File: src/tap_defines.svh
`ifndef TAP_DEFINES_SVH
`define TAP_DEFINES_SVH
`define ADDR_AXIS_INV   4'h0
`define ADDR_STILL_A    4'h1
`define ADDR_WAIT       4'h2
`define ADDR_LATENCY    4'h3
`define ADDR_PEAK       4'h4
`define ADDR_ENABLE     4'h5
`define ADDR_PRESHOCK   4'h6
`define ADDR_STATUS     4'h7
`define ADDR_ROUTING    4'h8
`define ADDR_ALL_SRC    4'h9
`define ADDR_MODE       4'ha
`define F_AXIS          7:6
`define F_INVERT        5:1
`define F_PRE_THS       7:4
`define F_POST_LO       3:0
`define F_POST_HI       7:6
`define F_WAIT          5:0
`define F_POST_THS      7:4
`define F_LATENCY       3:0
`define B_WAIT_END      7
`define F_PEAK          5:0
`define B_TRIPLE_EN     7
`define B_DOUBLE_EN     6
`define B_SINGLE_EN     5
`define F_REBOUND       4:0
`define F_PRE_START     7:4
`define F_PRE_COUNT     3:0
`define B_ROUTE_TAP     3
`define B_LATCHED       0
`define B_ONE           0
`define B_TWO           1
`define B_THREE         2
`define B_ANY           3
`define HIST_DEPTH      14
`define LAT_MIN         9'h010
`define REG_RESET       8'h00
`endif

File: src/tap_pkg.sv
package tap_pkg;
  typedef logic [3:0] reg_addr_t;
  typedef logic [7:0] reg_data_t;
  typedef enum logic [4:0] {
    ST_IDLE    = 5'b00001,
    ST_INVERT  = 5'b00010,
    ST_WAIT    = 5'b00100,
    ST_POST    = 5'b01000,
    ST_REBOUND = 5'b10000
  } tap_state_t;
endpackage

File: src/tap_event_detector.sv
// The strobed register port and the placing of the registers were chosen for this implementation.
`include "tap_defines.svh"
module tap_event_detector #(
  parameter int SAMPLE_W  = 16,
  parameter int THS_SHIFT = 4
) (
  // clock, reset, enable
  input  wire logic                    sys_clk,
  input  wire logic                    sys_rst,
  input  wire logic                    clk_en,
  // slope-filtered samples, one strobe per output sample
  input  wire logic                    sample_valid,
  input  wire logic signed [SAMPLE_W-1:0] slope_x,
  input  wire logic signed [SAMPLE_W-1:0] slope_y,
  input  wire logic signed [SAMPLE_W-1:0] slope_z,
  // register port
  input  wire tap_pkg::reg_addr_t      reg_addr,
  input  wire tap_pkg::reg_data_t      reg_wdata,
  input  wire logic                    reg_wr,
  input  wire logic                    reg_rd,
  output tap_pkg::reg_data_t           reg_rdata,
  // interrupt pin
  output logic                         tap_irq
);
  import tap_pkg::*;

  // depth of the pre-peak history; the start and count fields can reach
  // past it, where the check simply stops at the end of the buffer
  localparam int HD = `HIST_DEPTH;

  typedef logic [SAMPLE_W-1:0] mag_t;

  typedef struct packed {
    logic [7:0]            axis_inv;
    logic [7:0]            still_a;
    logic [7:0]            wait_cfg;
    logic [7:0]            latency;
    logic [7:0]            peak;
    logic [7:0]            enable;
    logic [7:0]            preshock;
    logic [7:0]            routing;
    logic [7:0]            mode;
    logic [HD-1:0][SAMPLE_W-1:0] hist;
    // engine state below, configuration and sample history above
    tap_state_t            st;
    logic [7:0]            cnt;
    logic [7:0]            left;
    logic                  neg;
    logic                  rebounded;
    logic [1:0]            taps;
    logic [8:0]            lat;
    logic [3:0]            flags;
    logic [7:0]            rdata;
    logic                  irq;
  } state_t;

  state_t s;
  state_t next_s;

  // magnitude of a signed sample; the most negative value still fits unsigned
  function automatic mag_t magnitude(input logic signed [SAMPLE_W-1:0] v);
    magnitude = v[SAMPLE_W-1] ? mag_t'(-v) : mag_t'(v);
  endfunction

  // threshold code scaled onto the sample lsb grid
  function automatic mag_t scale_ths(input logic [5:0] t);
    scale_ths = mag_t'(mag_t'(t) << THS_SHIFT);
  endfunction

  // a phase counter is done when the sample now seen is its last one;
  // counting from zero keeps every phase a single compare
  function automatic logic count_done(input logic [7:0] c, input logic [7:0] len);
    count_done = (8'(c + 8'h01) >= len);
  endfunction

  // every selected history sample below the pre-shock threshold
  // the end index is one bit wider, so a start plus count above the depth,
  // which software must avoid, simply stops at the end of the buffer
  function automatic logic pre_quiet(input logic [HD-1:0][SAMPLE_W-1:0] h,
                                     input logic [3:0] start,
                                     input logic [3:0] num,
                                     input mag_t thr);
    logic ok;
    ok = 1'b1;
    for (int i = 0; i < HD; i++) begin
      if ((5'(i) >= {1'b0, start}) && (5'(i) < 5'({1'b0, start} + {1'b0, num})) &&
          !(h[i] < thr)) begin
        ok = 1'b0;
      end
    end
    pre_quiet = ok;
  endfunction

  // register read mux
  function automatic logic [7:0] read_mux(input state_t c, input reg_addr_t a);
    logic [7:0] d;
    d = 8'h00;
    case (a)
      `ADDR_AXIS_INV: d = c.axis_inv;
      `ADDR_STILL_A:  d = c.still_a;
      `ADDR_WAIT:     d = c.wait_cfg;
      `ADDR_LATENCY:  d = c.latency;
      `ADDR_PEAK:     d = c.peak;
      `ADDR_ENABLE:   d = c.enable;
      `ADDR_PRESHOCK: d = c.preshock;
      `ADDR_STATUS:   d = {4'h0, c.flags};
      `ADDR_ROUTING:  d = c.routing;
      `ADDR_ALL_SRC:  d = {4'h0, c.flags[`B_ANY], 3'h0};
      `ADDR_MODE:     d = c.mode;
      default:        d = 8'h00;
    endcase
    read_mux = d;
  endfunction

  // next-state logic for the whole block
  always_comb begin
    mag_t       mag;
    logic       sgn;
    logic       run;
    logic       go_wait;
    logic       go_post;
    logic       tap_now;
    logic       expire;
    logic [1:0] top;
    logic [1:0] nt;
    logic [1:0] emit;
    logic [7:0] invt;
    logic [7:0] wait_len;
    logic [7:0] post_len;
    logic [7:0] reb_len;
    logic [8:0] lat_len;
    logic [3:0] clr;
    mag      = '0;
    sgn      = 1'b0;
    go_wait  = 1'b0;
    go_post  = 1'b0;
    tap_now  = 1'b0;
    expire   = 1'b0;
    nt       = 2'd0;
    emit     = 2'd0; // tap level to flag this sample, zero for none
    clr      = 4'h0;
    next_s   = s;
    run      = s.enable[`B_SINGLE_EN] && (s.axis_inv[`F_AXIS] != 2'b00);
    invt     = {3'h0, s.axis_inv[`F_INVERT]};
    wait_len = {1'b0, s.wait_cfg[`F_WAIT], 1'b0};
    post_len = {s.wait_cfg[`F_POST_HI], s.still_a[`F_POST_LO], 2'b00};
    reb_len  = {2'b00, s.enable[`F_REBOUND], 1'b0};
    lat_len  = (s.latency[`F_LATENCY] == 4'h0) ? `LAT_MIN :
               {s.latency[`F_LATENCY], 5'h00};
    // highest enabled tap level, closes a multi-tap early
    top      = s.enable[`B_TRIPLE_EN] ? 2'd3 :
               (s.enable[`B_DOUBLE_EN] ? 2'd2 : 2'd1);

    // register writes; status registers are read only
    // writes to status places and unmapped addresses fall through unchanged
    if (reg_wr) begin
      case (reg_addr)
        `ADDR_AXIS_INV: next_s.axis_inv = reg_wdata;
        `ADDR_STILL_A:  next_s.still_a  = reg_wdata;
        `ADDR_WAIT:     next_s.wait_cfg = reg_wdata;
        `ADDR_LATENCY:  next_s.latency  = reg_wdata;
        `ADDR_PEAK:     next_s.peak     = reg_wdata;
        `ADDR_ENABLE:   next_s.enable   = reg_wdata;
        `ADDR_PRESHOCK: next_s.preshock = reg_wdata;
        `ADDR_ROUTING:  next_s.routing  = reg_wdata;
        `ADDR_MODE:     next_s.mode     = reg_wdata;
        default:        next_s.mode     = s.mode;
      endcase
    end

    // read data stand one cycle only, zero otherwise
    next_s.rdata = reg_rd ? read_mux(s, reg_addr) : 8'h00;
    // either source register clears on read; a set in the same cycle still wins
    if (reg_rd && ((reg_addr == `ADDR_STATUS) || (reg_addr == `ADDR_ALL_SRC))) begin
      clr = 4'hf;
    end

    if (sample_valid) begin
      // pick the axis; nothing else feeds the engine
      // axis 00 feeds zeros, which also keeps the history quiet
      unique case (s.axis_inv[`F_AXIS])
        2'b01: begin
          mag = magnitude(slope_x);
          sgn = slope_x[SAMPLE_W-1];
        end
        2'b10: begin
          mag = magnitude(slope_y);
          sgn = slope_y[SAMPLE_W-1];
        end
        2'b11: begin
          mag = magnitude(slope_z);
          sgn = slope_z[SAMPLE_W-1];
        end
        2'b00: begin
          mag = '0;
          sgn = 1'b0;
        end
      endcase

      // level mode: a flag lasts exactly one sample period
      if (!s.mode[`B_LATCHED]) begin
        clr = 4'hf;
      end

      // history slides every sample; index 0 is the oldest
      // it keeps sliding in every state so the next tap sees fresh samples
      for (int i = 0; i < HD - 1; i++) begin
        next_s.hist[i] = s.hist[i+1];
      end
      next_s.hist[HD-1] = mag;

      if (run) begin
        unique case (s.st)
          ST_IDLE: begin
            // a peak failing the pre-shock check is dropped; the next may start anew
            if (mag > scale_ths(s.peak[`F_PEAK])) begin
              // count of zero leaves the check always true
              if (pre_quiet(s.hist, s.preshock[`F_PRE_START], s.preshock[`F_PRE_COUNT],
                            scale_ths({2'b00, s.still_a[`F_PRE_THS]}))) begin
                next_s.neg = sgn;
                if (invt == 8'h00) begin
                  go_wait = 1'b1;
                end else begin
                  next_s.st  = ST_INVERT;
                  next_s.cnt = 8'h00;
                end
              end
            end
          end
          ST_INVERT: begin
            // same-sign loud samples still belong to the first peak
            if ((mag > scale_ths(s.peak[`F_PEAK])) && (sgn != s.neg)) begin
              go_wait = 1'b1;
            end else if (count_done(s.cnt, invt)) begin
              next_s.st = ST_IDLE;
            end else begin
              next_s.cnt = s.cnt + 8'h01;
            end
          end
          ST_WAIT: begin
            // samples during the wait are not judged at all
            if (count_done(s.cnt, wait_len)) begin
              go_post = 1'b1;
            end else begin
              next_s.cnt = s.cnt + 8'h01;
            end
          end
          ST_POST: begin
            // left counts the quiet samples the window still owes
            if (mag < scale_ths({2'b00, s.latency[`F_POST_THS]})) begin
              if (s.left == 8'h01) begin
                tap_now   = 1'b1;
                next_s.st = ST_IDLE;
              end else begin
                next_s.left = s.left - 8'h01;
              end
            end else if ((reb_len != 8'h00) && !s.rebounded) begin
              // left keeps window minus samples already verified
              next_s.st        = ST_REBOUND;
              next_s.cnt       = 8'h00;
              next_s.rebounded = 1'b1;
            end else begin
              next_s.st = ST_IDLE;
            end
          end
          ST_REBOUND: begin
            // the rebound itself is not judged, only its length counts
            if (count_done(s.cnt, reb_len)) begin
              next_s.st = ST_POST;
            end else begin
              next_s.cnt = s.cnt + 8'h01;
            end
          end
        endcase

        // shared entry into the wait and quiet phases
        if (go_wait) begin
          if (wait_len == 8'h00) begin
            go_post = 1'b1;
          end else begin
            next_s.st  = ST_WAIT;
            next_s.cnt = 8'h00;
          end
        end
        // rebound credit is restored for each new quiet window
        if (go_post) begin
          next_s.rebounded = 1'b0;
          if (post_len == 8'h00) begin
            tap_now   = 1'b1;
            next_s.st = ST_IDLE;
          end else begin
            next_s.st   = ST_POST;
            next_s.left = post_len;
          end
        end

        // latency window between taps of a multi-tap
        // each tap restarts it, so the gap is measured tap to tap
        if (s.taps != 2'd0) begin
          if ((s.lat + 9'h001) >= lat_len) begin
            expire = 1'b1;
          end else begin
            next_s.lat = s.lat + 9'h001;
          end
        end
        // the top level closes the sequence at once; lower levels open the window
        if (tap_now) begin
          nt = 2'(s.taps + 2'd1);
          if (!s.peak[`B_WAIT_END]) begin
            emit = nt;
          end
          if (nt == top) begin
            if (s.peak[`B_WAIT_END]) begin
              emit = nt;
            end
            next_s.taps = 2'd0;
          end else begin
            next_s.taps = nt;
            next_s.lat  = 9'h000;
          end
        end else if (expire) begin
          if (s.peak[`B_WAIT_END]) begin
            emit = s.taps;
          end
          next_s.taps = 2'd0;
        end
      end else begin
        // engine off: drop any half-seen tap
        next_s.st   = ST_IDLE;
        next_s.taps = 2'd0;
      end
    end

    // clears first, then sets, so an event in a read cycle is kept
    // a type flag rises only when that type is enabled; the common flag with it
    next_s.flags = s.flags & ~clr;
    case (emit)
      2'd1: if (s.enable[`B_SINGLE_EN]) begin
        next_s.flags[`B_ONE] = 1'b1;
        next_s.flags[`B_ANY] = 1'b1;
      end
      2'd2: if (s.enable[`B_DOUBLE_EN]) begin
        next_s.flags[`B_TWO] = 1'b1;
        next_s.flags[`B_ANY] = 1'b1;
      end
      2'd3: if (s.enable[`B_TRIPLE_EN]) begin
        next_s.flags[`B_THREE] = 1'b1;
        next_s.flags[`B_ANY]   = 1'b1;
      end
      default: next_s.flags[`B_ANY] = next_s.flags[`B_ANY];
    endcase

    // pin follows the common flag through its routing bit
    next_s.irq = next_s.flags[`B_ANY] & s.routing[`B_ROUTE_TAP];
  end

  // all state in one register
  // clk_en low freezes everything, read data and pin included
  always_ff @(posedge sys_clk) begin
    if (sys_rst) begin
      s          <= '0;
      s.axis_inv <= `REG_RESET;
      s.st       <= ST_IDLE;
    end else if (clk_en) begin
      s <= next_s;
    end
  end

  // both outputs come straight from the state register
  assign reg_rdata = s.rdata;
  assign tap_irq   = s.irq;

endmodule // tap_event_detector

File: config.mk
export PLATFORM = sky130hd
export DESIGN_NAME = tap_event_detector
export DESIGN_NICKNAME = d
export VERILOG_FILES = /design/src/tap_pkg.sv /design/src/tap_event_detector.sv
export VERILOG_INCLUDE_DIRS = /design/src
export SDC_FILE = /design/constraint.sdc
export NUM_CORES = 1
export LEC_CHECK = 0
export BUFFER_PORTS_ARGS = -buffer_cell sky130_fd_sc_hd__clkbuf_2
export CAP_MARGIN = 20
export CORE_MARGIN = 5
export CORE_UTILIZATION = 60
export CTS_BUF_LIST = sky130_fd_sc_hd__clkbuf_16
export DETAILED_ROUTE_END_ITERATION = 8
export PLACE_DENSITY = 0.9
export SYNTH_ARGS = -nofsm -noshare
export SYNTH_HDL_FRONTEND = slang
export SYNTH_SLANG_ARGS = --single-unit
File: constraint.sdc
create_clock -name sys_clk -period 7.33 [get_ports sys_clk]
set_clock_uncertainty 0.15 [all_clocks]
set_input_delay 0.3665 -clock sys_clk [delete_from_list [all_inputs] [get_ports sys_clk]]
set_output_delay 0.3665 -clock sys_clk [all_outputs]
set_load 0.05 [all_outputs]
==> flow_metrics.env <==
export IMPL_synth_most_common_cell="nand2_1"
export IMPL_area_growth_pct=8.49
export IMPL_port_buffers=74
export IMPL_p_sw_mw=0.804
export IMPL_clk_pin_slew_ns=0.06
export IMPL_yosys_area_share_simple=0.257
export IMPL_vdd_drop_max_uv=171
export IMPL_placed_area_mm2=0.0165
export IMPL_met2WireLength_mm=20.7
export IMPL_fin_area_mm2=0.0175
export IMPL_routed_via_count=15200
export IMPL_hold_viol_final=0
export IMPL_avgSynthCellArea_um2=7.83
export IMPL_holdPathStages=3
export IMPL_synth_top_family_by_area="simple AND/OR/NAND/NOR gates"
export IMPL_period_needed_ns=5.54
export IMPL_clock_sinks=287
export IMPL_period_share=0.756
export IMPL_yosys_area_share_adder=0.0701
export IMPL_ys_types=96
export IMPL_worst_pin_slew_ns=1.17
export IMPL_ys_dominant_reg_cell="dfxtp_1"
export IMPL_highest_layer="met4"
export IMPL_powerDensity_mw_per_mm2=188
export IMPL_tritoncts="built"
export IMPL_fin_tns_setup_ns=0
export IMPL_post_route_worst_setup_slack_ns=1.79
export IMPL_grt_pass1_vias=14300
export IMPL_die_height_um=174
export IMPL_hold_path_class="input pin to flip-flop"
export IMPL_synth_compound_area_share=0.190
export IMPL_r2r_slack_ns=1.79
export IMPL_drive_above_1_share=0.0864
export IMPL_start_util=0.605
export IMPL_switching_share=0.243
export IMPL_rsz0062_at_grt="no"
export IMPL_status="finished, final reports clean"
export IMPL_ios=75
export IMPL_yosys_area_top_type_share=0.355
export IMPL_synth_seq_cells=287
export IMPL_syn_cell_area_mm2=0.0162
export IMPL_fmax_mhz=180
export IMPL_vias_per_cell=6.29
export IMPL_holdWs_ns=0.0817
export IMPL_dr_pass1_iters=5
export IMPL_seq_power_share=0.477
export IMPL_clock_tree_root_cell="clkbuf_16"
export IMPL_grt_total_usage=0.277
export IMPL_synth_xor_area_frac=0.0238
export IMPL_hold_start="reg_wdata[0]"
export IMPL_postCtsHoldBufs=0
export IMPL_nets=2206
export IMPL_crit_type="flip-flop to flip-flop"
export IMPL_timing_rr_start="s[342]$_SDFFE_PP0P_"
export IMPL_dieArea_mm2=0.0303
export IMPL_pre_cts_slack_ns=1.48
export IMPL_dp_hpwl_mm=31.1
export IMPL_drcViolationCount=0
export IMPL_dieWidth_um=174
export IMPL_min_to="s[335]$_SDFFE_PP0P_"
export IMPL_ys_seq_area_frac=0.355
export IMPL_met1_length_mm=18.3
export IMPL_fillCellCount=2210
export IMPL_synth_edf_count=0
export IMPL_postCtsSetupBuffers=0
export IMPL_htreeDepth=1
export IMPL_netlist_instances=2065
export IMPL_grt_overflow=0
export IMPL_cts_buffers=30
export IMPL_num_rows=60
export IMPL_worstPathRequired_ns=7.58
export IMPL_synthTopCellsByCount="nand2_1 (400), dfxtp_1 (287), a21oi_1 (229)"
export IMPL_r2r_cells=20
export IMPL_cap_violations=0
export IMPL_comb_power_share=0.073
export IMPL_internal_power_mw=2.50
export IMPL_syn_nets=2221
export IMPL_relSlewSlack=0.223
export IMPL_met3_length_mm=3.50
export IMPL_core_region_area_mm2=0.0267
export IMPL_multi_input_area_mm2=0.00968
export IMPL_clk_latency_ns=0.56
export IMPL_async_flop_share=0
export IMPL_worstPathArrival_ns=5.80
export IMPL_worstSetupStartpointType="flip-flop"
export IMPL_antenna_left=0
export IMPL_worstPathMaxFanout=20
export IMPL_grt_max_degree=116
export IMPL_p_leak_nw=6.45
export IMPL_grt_pass1_wl_mm=71.9
export IMPL_detail_route_iter0_violations=1688
export IMPL_place_congestion=0.942
export IMPL_cts_resized_gates=0
export IMPL_final_max_slew_viol_count=0
export IMPL_cp_end_kind="flip-flop"
export IMPL_antenna_found_initial=0
export IMPL_setup_violations=0
export IMPL_wire_per_inst_um=18.1
export IMPL_clock_path_buffers=3
export IMPL_finalWirelength_mm=43.7
export IMPL_synth_mux_area_frac=0.0558
export IMPL_ys_warn_count=0
export IMPL_timing_rr_end="s[12]$_SDFFE_PP0P_"
export IMPL_regArea_mm2=0.00575
export IMPL_synth_largest_area_cell="dfxtp_1"
export IMPL_p_clk_frac=0.450
export IMPL_yosys_top_cells_area="dfxtp_1 (36%), nand2_1 (9.3%), a21oi_1 (7.1%)"
[power by group through the flow]
stage / logic [mW] / registers [mW] / clock network, mW
finish: 0.242 / 1.58 / 1.49
global route: 0.261 / 1.58 / 1.57
CTS: 0.235 / 1.58 / 1.50
detailed placement: 0.234 / 1.61 / 0
global placement: 0.230 / 1.61 / 0
floorplan: 0.160 / 1.61 / 0
[through the flow]
step / utilization / instances / total power [mW]
2_1_floorplan: - / 2065 / 1.77
6_report: 0.657 / 2414 / 3.31
3_5_place_dp: 0.619 / 2356 / 1.84
4_1_cts: 0.655 / 2410 / 3.31
3_3_place_gp: 0.619 / 2356 / 1.84
5_1_grt: 0.657 / 2413 / 3.41
[cells by family (layout without fill, tap and decap cells)]
logic type                 count (synthesis)  count (layout)
AOI/OAI and AO/OA                        487             487
muxes                                     86              86
DFF                                      287             287
adders and majority gates                 90              90
and+or+nand+nor                          874             874
buffers and inverters                    197             204
other                                      0               1
xor gates and xnor gates                  44              44
[worst max-delay path, cell delays in order, from the launching register on]
cell and delay [ns]:
dfxtp_1 0.76, nor2b_1 0.58, and3_1 0.26, a211oi_1 0.11
a22o_1 0.24, inv_1 0.09, ha_1 0.24, nand3_1 0.11
nor2_1 0.06, a41oi_1 0.47, o22ai_4 0.21, o21bai_4 0.29
a21oi_2 0.16, or3b_1 0.39, a21o_1 0.22, ha_1 0.22
mux2_2 0.27, a22oi_1 0.17, o32ai_1 0.13, mux2i_1 0.19
nor2_1 0.05
[cell type report]
| class | count | share of cell area |
|---|---|---|
| Multi-Input combinational cell | 1581 | 0.551 |
| Clock buffer | 31 | 0.0442 |
| Inverter | 61 | 0.0130 |
| Tap cell | 341 | 0.0243 |
| Sequential cell | 287 | 0.327 |
| Antenna cell | 1 | 0.000143 |
| Timing Repair Buffer | 89 | 0.0290 |
| Clock inverter | 23 | 0.0105 |
[worst max path at each step]
stage,end,startpoint,cells past startpoint
global placement,s[12]$_SDFFE_PP0P_,slope_z[0],26
global route,s[12]$_SDFFE_PP0P_,s[341]$_SDFFE_PP0P_,22
finish,s[12]$_SDFFE_PP0P_,s[342]$_SDFFE_PP0P_,20
floorplan,s[12]$_SDFFE_PP0P_,slope_z[0],26
detailed placement,s[12]$_SDFFE_PP0P_,slope_z[0],26
CTS,s[12]$_SDFFE_PP0P_,s[341]$_SDFFE_PP0P_,22
[per-layer routing]
metal / vias to the layer above / GRT usage
met5: - / 0
met4: 0 / 0.0835
met3: 108 / 0.0350
met2: 669 / 0.470
met1: 7113 / 0.371
li1: 7283 / -
[cell usage in the layout, fill, tap and decap left out, types with 12 or more instances in the layout]
cell type	instances
buf_4	13
ha_1	89
nor4_1	25
xnor2_1	16
a21oi_1	229
a211oi_1	25
o21ai_0	68
clkbuf_16	31
inv_1	64
mux2i_1	80
dfxtp_1	287
nor3_1	61
a31oi_1	16
or4_1	15
o22ai_1	12
nand3_1	45
xor2_1	28
nor2b_1	18
nand2_1	399
nand2b_1	38
or3_1	15
nor2_1	165
clkbuf_2	73
and3_1	21
[flip-flops by register name, summed over array words and instances (netlist names)]
name and flops:
reg_rdata 8, tap_irq 1, s 278
No activity file was read; power rests on OpenSTA's default activity.
